### src/cic_pkg.sv
// Purpose: Shared constants and types for the cascaded interrupt controller pair.
// Assumes: Byte-wide I/O cycles on an 8-bit address space.
// Notes: Trigger select ports sit at offsets picked for this block.
package cic_pkg;
    localparam logic [7:0] MASTER_BASE = 8'h20;
    localparam logic [7:0] MASTER_DATA = 8'h21;
    localparam logic [7:0] SLAVE_BASE = 8'ha0;
    localparam logic [7:0] SLAVE_DATA = 8'ha1;
    localparam logic [7:0] MASTER_TRIG = 8'hd0;
    localparam logic [7:0] SLAVE_TRIG = 8'hd1;
    localparam int INIT_BIT = 4;
    localparam int MODE_AUTO_EOI = 1;
    localparam int CASCADE_LINE = 2;
    localparam logic [7:0] MASTER_CASCADE_RST = 8'h04;
    localparam logic [7:0] TRIG_RST = 8'h00;
    localparam logic [7:0] MASK_RST = 8'hff;
    localparam logic [7:0] ZERO_BYTE = 8'h00;
    localparam logic [2:0] ID_RST = 3'h0;
    localparam logic [4:0] VEC_RST = 5'h00;

    // Initialization sequence: Gray coded along the usual path.
    typedef enum logic [1:0] {
        CIC_READY = 2'b00,
        CIC_WAIT_VEC = 2'b01,
        CIC_WAIT_CAS = 2'b11,
        CIC_WAIT_MODE = 2'b10
    } cic_init_e;

    // One host I/O cycle.
    typedef struct packed {
        logic wr;
        logic rd;
        logic [7:0] addr;
        logic [7:0] data;
    } cic_io_s;
endpackage

### src/cic_ctrl.sv
// Purpose: Configuration, masking, triggering and cascade identification for a master/slave controller pair.
// Assumes: Inputs synchronous to clk_sys; requests active high.
// Notes: Priority resolution and end-of-interrupt commands live outside this block.
`timescale 1ns/1ps

// ----------------------------------------
// Controller pair
// ----------------------------------------
// How it works
// - Init bit on base starts three-word sequence.
// - Cascade id driven between acknowledge pulse ends.
// - Mode bit one enables automatic end-of-interrupt.
// - Mask bit one blocks line; readable.
// - Mask writes accepted whenever no init sequence is running.
// - Masking master line two blocks slave.
// - Per-channel trigger select, resets to edge.
// - Master cascade word resets to bit two.
module cic_ctrl #(
    parameter int LINES = 8
) (
    input wire logic clk_sys,
    input wire logic sys_rst,
    input wire cic_pkg::cic_io_s io_req,
    output logic [7:0] io_rdata,
    output logic io_rvalid,
    input wire logic [LINES-1:0] master_irq_in,
    input wire logic [LINES-1:0] slave_irq_in,
    input wire logic irq_ack_strobe_n,
    output logic [LINES-1:0] master_pending,
    output logic [LINES-1:0] slave_pending,
    output logic slave_int,
    output logic master_int,
    output logic [2:0] cascade_id_code,
    output logic cascade_id_oe,
    output logic master_auto_eoi,
    output logic slave_auto_eoi,
    input wire logic [LINES-1:0] master_clear,
    input wire logic [LINES-1:0] slave_clear
);
    // ----------------------------------------
    // Overview
    // ----------------------------------------
    // Each controller owns a base port and a data port. A base-port write with the init
    // bit set starts a sequence in which the next three data-port writes fill the vector,
    // cascade and mode words, in that order; only after the mode word does the data port
    // reach the line mask again. A new init may start at any point and restarts the count.
    //
    // Requests pass a trigger stage and then the mask to form the pending lines. Edge
    // channels keep a latch that only a clear pulse drops; level channels follow the pin.
    // The slave's combined output enters the master on the lines that the master cascade
    // word names, which is line two out of reset.
    //
    // Priority resolution and end-of-interrupt clearing sit outside this block and feed
    // back through the clear inputs. A clear and a new rising edge on one line in the same
    // cycle keep the request, so an edge that arrives in the very cycle of the old one's clear
    // is never lost.
    //
    // During an acknowledge the slave's identity code is put out from the end of the first
    // strobe pulse to the end of the second, changing on the first clock that sees each edge.
    //
    // Limitation: the vector word and the upper mode bits are stored but not used here.
    //
    // ----------------------------------------
    // Storage
    // ----------------------------------------
    // Per-controller state, index 0 master, 1 slave.
    cic_pkg::cic_init_e state_ff [2];
    cic_pkg::cic_init_e nxt_state [2];
    logic [7:0] line_mask_bits_ff [2];
    logic [7:0] trig_ff [2];
    logic [7:0] cascade_config_word_ff [2];
    logic [4:0] vector_base_word_ff [2];
    logic [7:0] mode_ff [2];
    logic [LINES-1:0] edge_latch_ff [2];
    logic [LINES-1:0] irq_prev_ff [2];
    logic [LINES-1:0] irq_in [2];
    logic [LINES-1:0] clr_in [2];
    logic [LINES-1:0] pend [2];
    logic base_hit [2];
    logic data_hit [2];
    logic trig_hit [2];
    logic [1:0] ack_cnt_ff;
    logic ack_prev_ff;
    logic [7:0] nxt_rdata;
    logic rd_hit;
    logic [LINES-1:0] cascade_route;
    logic ack_trail;

    // ----------------------------------------
    // Request inputs
    // ----------------------------------------
    // Requests and clears in array form, so that one loop serves both controllers.
    assign irq_in[0] = master_irq_in;
    assign irq_in[1] = slave_irq_in;
    assign clr_in[0] = master_clear;
    assign clr_in[1] = slave_clear;

    // ----------------------------------------
    // Port decode
    // ----------------------------------------
    // Address decode for each controller.
    assign base_hit[0] = io_req.wr && (io_req.addr == cic_pkg::MASTER_BASE);
    assign base_hit[1] = io_req.wr && (io_req.addr == cic_pkg::SLAVE_BASE);
    assign data_hit[0] = io_req.wr && (io_req.addr == cic_pkg::MASTER_DATA);
    assign data_hit[1] = io_req.wr && (io_req.addr == cic_pkg::SLAVE_DATA);
    assign trig_hit[0] = io_req.wr && (io_req.addr == cic_pkg::MASTER_TRIG);
    assign trig_hit[1] = io_req.wr && (io_req.addr == cic_pkg::SLAVE_TRIG);

    // ----------------------------------------
    // Per-controller configuration and requests
    // ----------------------------------------
    // Index 0 is the master and index 1 the slave; the two copies differ only in their
    // reset values and in the ports that the decode above routes to them.
    genvar c;
    generate
        for (c = 0; c < 2; c = c + 1) begin : g_ctl
            logic start_init;
            logic vec_wr;
            logic cas_wr;
            logic mode_wr;
            logic mask_wr;
            logic [LINES-1:0] rise;
            logic [LINES-1:0] edge_sel;
            logic [LINES-1:0] level_sel;
            logic [LINES-1:0] line_open;

            // A base-port write with the init bit set restarts the sequence from any state.
            assign start_init = base_hit[c] && io_req.data[cic_pkg::INIT_BIT];

            // Data-port writes are steered by the sequence position. Until the mode word
            // lands the data port never reaches the mask, so an init that the host abandons
            // half way cannot mask lines by accident.
            assign vec_wr = data_hit[c] && (state_ff[c] == cic_pkg::CIC_WAIT_VEC);
            assign cas_wr = data_hit[c] && (state_ff[c] == cic_pkg::CIC_WAIT_CAS);
            assign mode_wr = data_hit[c] && (state_ff[c] == cic_pkg::CIC_WAIT_MODE);
            assign mask_wr = data_hit[c] && (state_ff[c] == cic_pkg::CIC_READY);

            // Initialization sequence steps through three data-port writes.
            always_comb begin
                nxt_state[c] = state_ff[c];
                if (start_init) begin
                    nxt_state[c] = cic_pkg::CIC_WAIT_VEC;
                end else if (data_hit[c]) begin
                    case (state_ff[c])
                        cic_pkg::CIC_WAIT_VEC: nxt_state[c] = cic_pkg::CIC_WAIT_CAS;
                        cic_pkg::CIC_WAIT_CAS: nxt_state[c] = cic_pkg::CIC_WAIT_MODE;
                        cic_pkg::CIC_WAIT_MODE: nxt_state[c] = cic_pkg::CIC_READY;
                        default: nxt_state[c] = cic_pkg::CIC_READY;
                    endcase
                end
            end

            // Sequence position.
            always_ff @(posedge clk_sys) begin
                if (sys_rst) begin
                    state_ff[c] <= cic_pkg::CIC_READY;
                end else begin
                    state_ff[c] <= nxt_state[c];
                end
            end

            // Vector base word: only the upper five bits are stored.
            always_ff @(posedge clk_sys) begin
                if (sys_rst) begin
                    vector_base_word_ff[c] <= cic_pkg::VEC_RST;
                end else if (vec_wr) begin
                    vector_base_word_ff[c] <= io_req.data[7:3];
                end
            end

            // Cascade word: the master leaves reset already wired to line two.
            always_ff @(posedge clk_sys) begin
                if (sys_rst) begin
                    cascade_config_word_ff[c] <= (c == 0) ? cic_pkg::MASTER_CASCADE_RST
                                                          : cic_pkg::ZERO_BYTE;
                end else if (cas_wr) begin
                    cascade_config_word_ff[c] <= io_req.data;
                end
            end

            // Mode word; only the automatic end-of-interrupt bit acts inside this block.
            always_ff @(posedge clk_sys) begin
                if (sys_rst) begin
                    mode_ff[c] <= cic_pkg::ZERO_BYTE;
                end else if (mode_wr) begin
                    mode_ff[c] <= io_req.data;
                end
            end

            // Line mask: a write sets every bit at once, so each line follows its own bit.
            always_ff @(posedge clk_sys) begin
                if (sys_rst) begin
                    line_mask_bits_ff[c] <= cic_pkg::MASK_RST;
                end else if (mask_wr) begin
                    line_mask_bits_ff[c] <= io_req.data;
                end
            end

            // Trigger select stays writable at all times, also in the middle of an init.
            always_ff @(posedge clk_sys) begin
                if (sys_rst) begin
                    trig_ff[c] <= cic_pkg::TRIG_RST;
                end else if (trig_hit[c]) begin
                    trig_ff[c] <= io_req.data;
                end
            end

            // Edge channels latch a rising input; a clear never beats a new edge.
            assign rise = irq_in[c] & ~irq_prev_ff[c];
            always_ff @(posedge clk_sys) begin
                if (sys_rst) begin
                    irq_prev_ff[c] <= '0;
                    edge_latch_ff[c] <= '0;
                end else begin
                    irq_prev_ff[c] <= irq_in[c];
                    edge_latch_ff[c] <= (edge_latch_ff[c] & ~clr_in[c]) | rise;
                end
            end

            // Edge channels show their latch and level channels the live input.
            assign edge_sel = edge_latch_ff[c] & ~trig_ff[c][LINES-1:0];
            assign level_sel = irq_in[c] & trig_ff[c][LINES-1:0];
            // A masked line is held off whatever its trigger kind.
            assign line_open = ~line_mask_bits_ff[c][LINES-1:0];
            assign pend[c] = (edge_sel | level_sel) & line_open;
        end
    endgenerate

    // ----------------------------------------
    // Cascade into the master
    // ----------------------------------------
    // The slave output enters the master on the lines that the master's cascade word names,
    // so the master mask on those lines gates every slave request as well.
    assign slave_int = |pend[1];
    assign slave_pending = pend[1];
    assign cascade_route = {LINES{slave_int}} & cascade_config_word_ff[0][LINES-1:0];
    assign master_pending = pend[0] | (cascade_route & ~line_mask_bits_ff[0][LINES-1:0]);
    assign master_int = |master_pending;
    assign master_auto_eoi = mode_ff[0][cic_pkg::MODE_AUTO_EOI];
    assign slave_auto_eoi = mode_ff[1][cic_pkg::MODE_AUTO_EOI];

    // ----------------------------------------
    // Acknowledge sequence
    // ----------------------------------------
    // The pulse counter toggles on every trailing edge of the strobe. Its history starts
    // high, the idle level of the strobe, so the release of reset is never taken for an edge.
    assign ack_trail = irq_ack_strobe_n && !ack_prev_ff;
    always_ff @(posedge clk_sys) begin
        if (sys_rst) begin
            ack_prev_ff <= 1'b1;
            ack_cnt_ff <= 2'h0;
        end else begin
            ack_prev_ff <= irq_ack_strobe_n;
            if (ack_trail) begin
                ack_cnt_ff <= (ack_cnt_ff == 2'h1) ? 2'h0 : 2'h1;
            end
        end
    end
    // The code is driven only while master line two carries a pending request.
    assign cascade_id_oe = (ack_cnt_ff == 2'h1) && master_pending[cic_pkg::CASCADE_LINE];
    assign cascade_id_code = cascade_id_oe ? cascade_config_word_ff[1][2:0] : cic_pkg::ID_RST;

    // ----------------------------------------
    // Read path
    // ----------------------------------------
    // Masks and trigger selects read back one cycle after the strobe. Unmapped reads answer
    // with zero data and no valid flag, and data is forced to zero between reads so that a
    // stale byte never lingers on the bus.
    // Read data: masks and trigger selects, registered.
    assign rd_hit = io_req.rd && ((io_req.addr == cic_pkg::MASTER_DATA) || (io_req.addr == cic_pkg::SLAVE_DATA)
                    || (io_req.addr == cic_pkg::MASTER_TRIG) || (io_req.addr == cic_pkg::SLAVE_TRIG));
    always_comb begin
        if (io_req.addr == cic_pkg::MASTER_DATA) begin
            nxt_rdata = line_mask_bits_ff[0];
        end else if (io_req.addr == cic_pkg::SLAVE_DATA) begin
            nxt_rdata = line_mask_bits_ff[1];
        end else if (io_req.addr == cic_pkg::MASTER_TRIG) begin
            nxt_rdata = trig_ff[0];
        end else if (io_req.addr == cic_pkg::SLAVE_TRIG) begin
            nxt_rdata = trig_ff[1];
        end else begin
            nxt_rdata = cic_pkg::ZERO_BYTE;
        end
    end
    always_ff @(posedge clk_sys) begin
        if (sys_rst) begin
            io_rdata <= cic_pkg::ZERO_BYTE;
            io_rvalid <= 1'b0;
        end else begin
            io_rdata <= io_req.rd ? nxt_rdata : cic_pkg::ZERO_BYTE;
            io_rvalid <= rd_hit;
        end
    end
endmodule

### config.mk
export PLATFORM = sky130hd
export DESIGN_NAME = cic_ctrl
export DESIGN_NICKNAME = d
export VERILOG_FILES = /design/src/cic_pkg.sv /design/src/cic_ctrl.sv
export SDC_FILE = /design/constraint.sdc
export NUM_CORES = 1
export LEC_CHECK = 0
export BUFFER_PORTS_ARGS = -buffer_cell sky130_fd_sc_hd__buf_2
export CAP_MARGIN = 20
export CORE_MARGIN = 2
export CORE_UTILIZATION = 55
export DETAILED_ROUTE_END_ITERATION = 10
export GPL_TIMING_DRIVEN = 0
export PLACE_DENSITY = 0.8
export SYNTH_ARGS = -nofsm -noshare
export SYNTH_HDL_FRONTEND = slang
export SYNTH_SLANG_ARGS = --single-unit
export TNS_END_PERCENT = 10
### constraint.sdc
create_clock -name clk_sys -period 5 [get_ports clk_sys]
set_input_delay 1 -clock clk_sys [delete_from_list [all_inputs] [get_ports clk_sys]]
set_output_delay 1 -clock clk_sys [all_outputs]
set_load 0.05 [all_outputs]
==> results.cfg <==
[status]
outcome = finished clean

[sta]
skew_ns = 0.01125
slew_violations = 0
fin_tns_setup_ns = 0
worst_pin_slew_ns = 0.6186
final-hold-violation-count = 0
relSlewSlack = 0.5841
setup_slack_ns = 1.362
hold_ws_ns = 0.4715
rsz0062_at_grt = no
period_share = 0.7276
fin_crit_ns = 3.638
finalSetupViolations = 0
clock.fmax_ghz = 0.2749

[grt]
antenna_found_initial = 0
grt_pass1_vias = 3196
grt_max_degree = 15
grt_usage = 0.2364
grt_first_pass_wirelength_um = 15430
gr-total-overflow = 0

[setup_path]
worstSetupPathType = in -> out
worstSetupEndpointType = output port
reg2reg_depth = 3
cp-start-kind = input pin
worstPathMaxFanout = 10
worstPathRequired_ns = 4.00
r2r_setup_slack_ns = 3.40
cp_data_arrival_time_ns = 2.64

[logic_synthesis]
ys_seq_area_frac = 0.5483
ys_warn_count = 0
netlist_area_um2 = 4180
syn_inst = 379
synth.net_count = 432
yosys.area.top_type_share = 0.3233
synth-seq-cells = 92
async_flop_share = 0
synth_flop_cell = dfxtp_1
syn_area_per_cell_um2 = 11.03
yosys.area.top_type = edfxtp_1
synth_edf_count = 45
netlist_top_cells_area = edfxtp_1 32%, dfxtp_1 23%, nand2b_1 6.9%
synthDistinctLibCells = 47

[die]
die_height_um = 91.18
die_width_um = 91.18
num_io_pins = 86
die_area_um2 = 8314
row_count = 31
coreArea_um2 = 7292
start_util = 0.5733

[cts]
ctsResizeCount = 0
clock_path_buffers = 2
cts-hold-fix-buffers = 0
clkTransAtPathRegs_ns = 0.09
cts_root_buf = clkbuf_8
cts_setup_buffers = 0
cts_buffers = 9
clock_sink_count = 92
htree_num_levels = 3
clock_latency_ns = 0.35
tritoncts = done

[place]
dpl_worst_slack_ns = 1.375
portBuffers = 84
placed_area_um2 = 4730
hpwl_um = 7282
place.gp.congestion = 0.8996

[routing]
wirelength_um = 9615
ant_nets = 0
via_per_inst = 5.532
drtPass1Iterations = 5
drtIter0Drc = 215
drc = 0
vias = 3214
wl_per_cell_um = 16.55

[power_and_ir_drop]
peakVddDrop_uv = 142.9
powerDensity_nw_per_um2 = 299.7
totalPowerFinal_mw = 1.481
p_leak_nw = 1.923

[cells_and_area]
drive_gt1_frac = 0.2905
n_antenna_cell = 0
fin_area_um2 = 4942
layout_commonest_cell = buf_2
fin_nets = 530
final_cell_mix = 91 x buf_2, 47 x dfxtp_1, 46 x nand2b_1
layout-area-overhead-vs-synth_pct = 18.23

[job]
maxCapViolCount = 0

[min_path]
holdPathStages = 2
hp-class = reg -> reg
## worst max-delay path, cell delays in order
cell	delay, ns
buf_2	0.11
mux2i_1	0.19
o22ai_1	0.13
nor4_2	0.59
buf_4	0.29
o22ai_1	0.10
buf_2	0.22
## state kept, by name (all words and copies together) (netlist names)
name and flops:
edge_latch_ff 16, irq_prev_ff 16, line_mask_bits_ff 16, trig_ff 16, cascade_config_word_ff 11, io_rdata 8, state_ff 4, mode_ff 2
ack_cnt_ff 1, ack_prev_ff 1, io_rvalid 1
## cell usage after synthesis, drive strengths merged, types with 12 or more instances
master   n
a21oi   18
and2    12
dfxtp   47
edfxtp  45
mux2    16
mux2i   16
nand2   19
nand2b  46
nor2    27
nor2b   19
o22ai   19
## where the power goes
part           leakage, nW  internal, mW  switching, mW
sequential           0.792         0.816         0.0159
clock                0.101         0.257          0.251
combinational         1.03        0.0579         0.0831
## final timing paths
path | start | to
max | slave_irq_in[4] | master_pending[4]
min | edge_latch_ff[1][7] | edge_latch_ff[1][7]
max reg2reg | state_ff[0][0] | cascade_config_word_ff[0][0]
min reg2reg | edge_latch_ff[1][7] | edge_latch_ff[1][7]
## area by class of cell
type                       instances  area [um2]
buffer                            14       78.83
clock buffer                      16       202.7
fill                             587        2350
inverter                           9       33.78
multi-input combinational        264        1775
sequential                        92        2292
tap                               99       123.9
timing repair buffer              87       435.4
## per-layer routing
layer | up-vias | global-route usage | part of all wire
met2 | 104 | 0.4086 | 0.51
met4 | 0 | 0.07828 | 0.017
li1 | 1557 | - | -
met3 | 13 | 0.04398 | 0.056
met5 | - | 0 | 0
met1 | 1540 | 0.2989 | 0.42
## per-stage QoR
stage               utilization  std cells
CTS                      0.6764        579
floorplan                     -        379
detailed placement       0.6486        563
global placement         0.6479        562
global route             0.6778        581
finish                   0.6778        581
## cells by family after synthesis
logic type	share of synthesized area
simple gates	0.2550
flops	0.5483
compound gates	0.08620
mux	0.08141
buf+inv	0.02694
xor+xnor	0.002096
No activity file was read; power rests on OpenSTA's default activity.
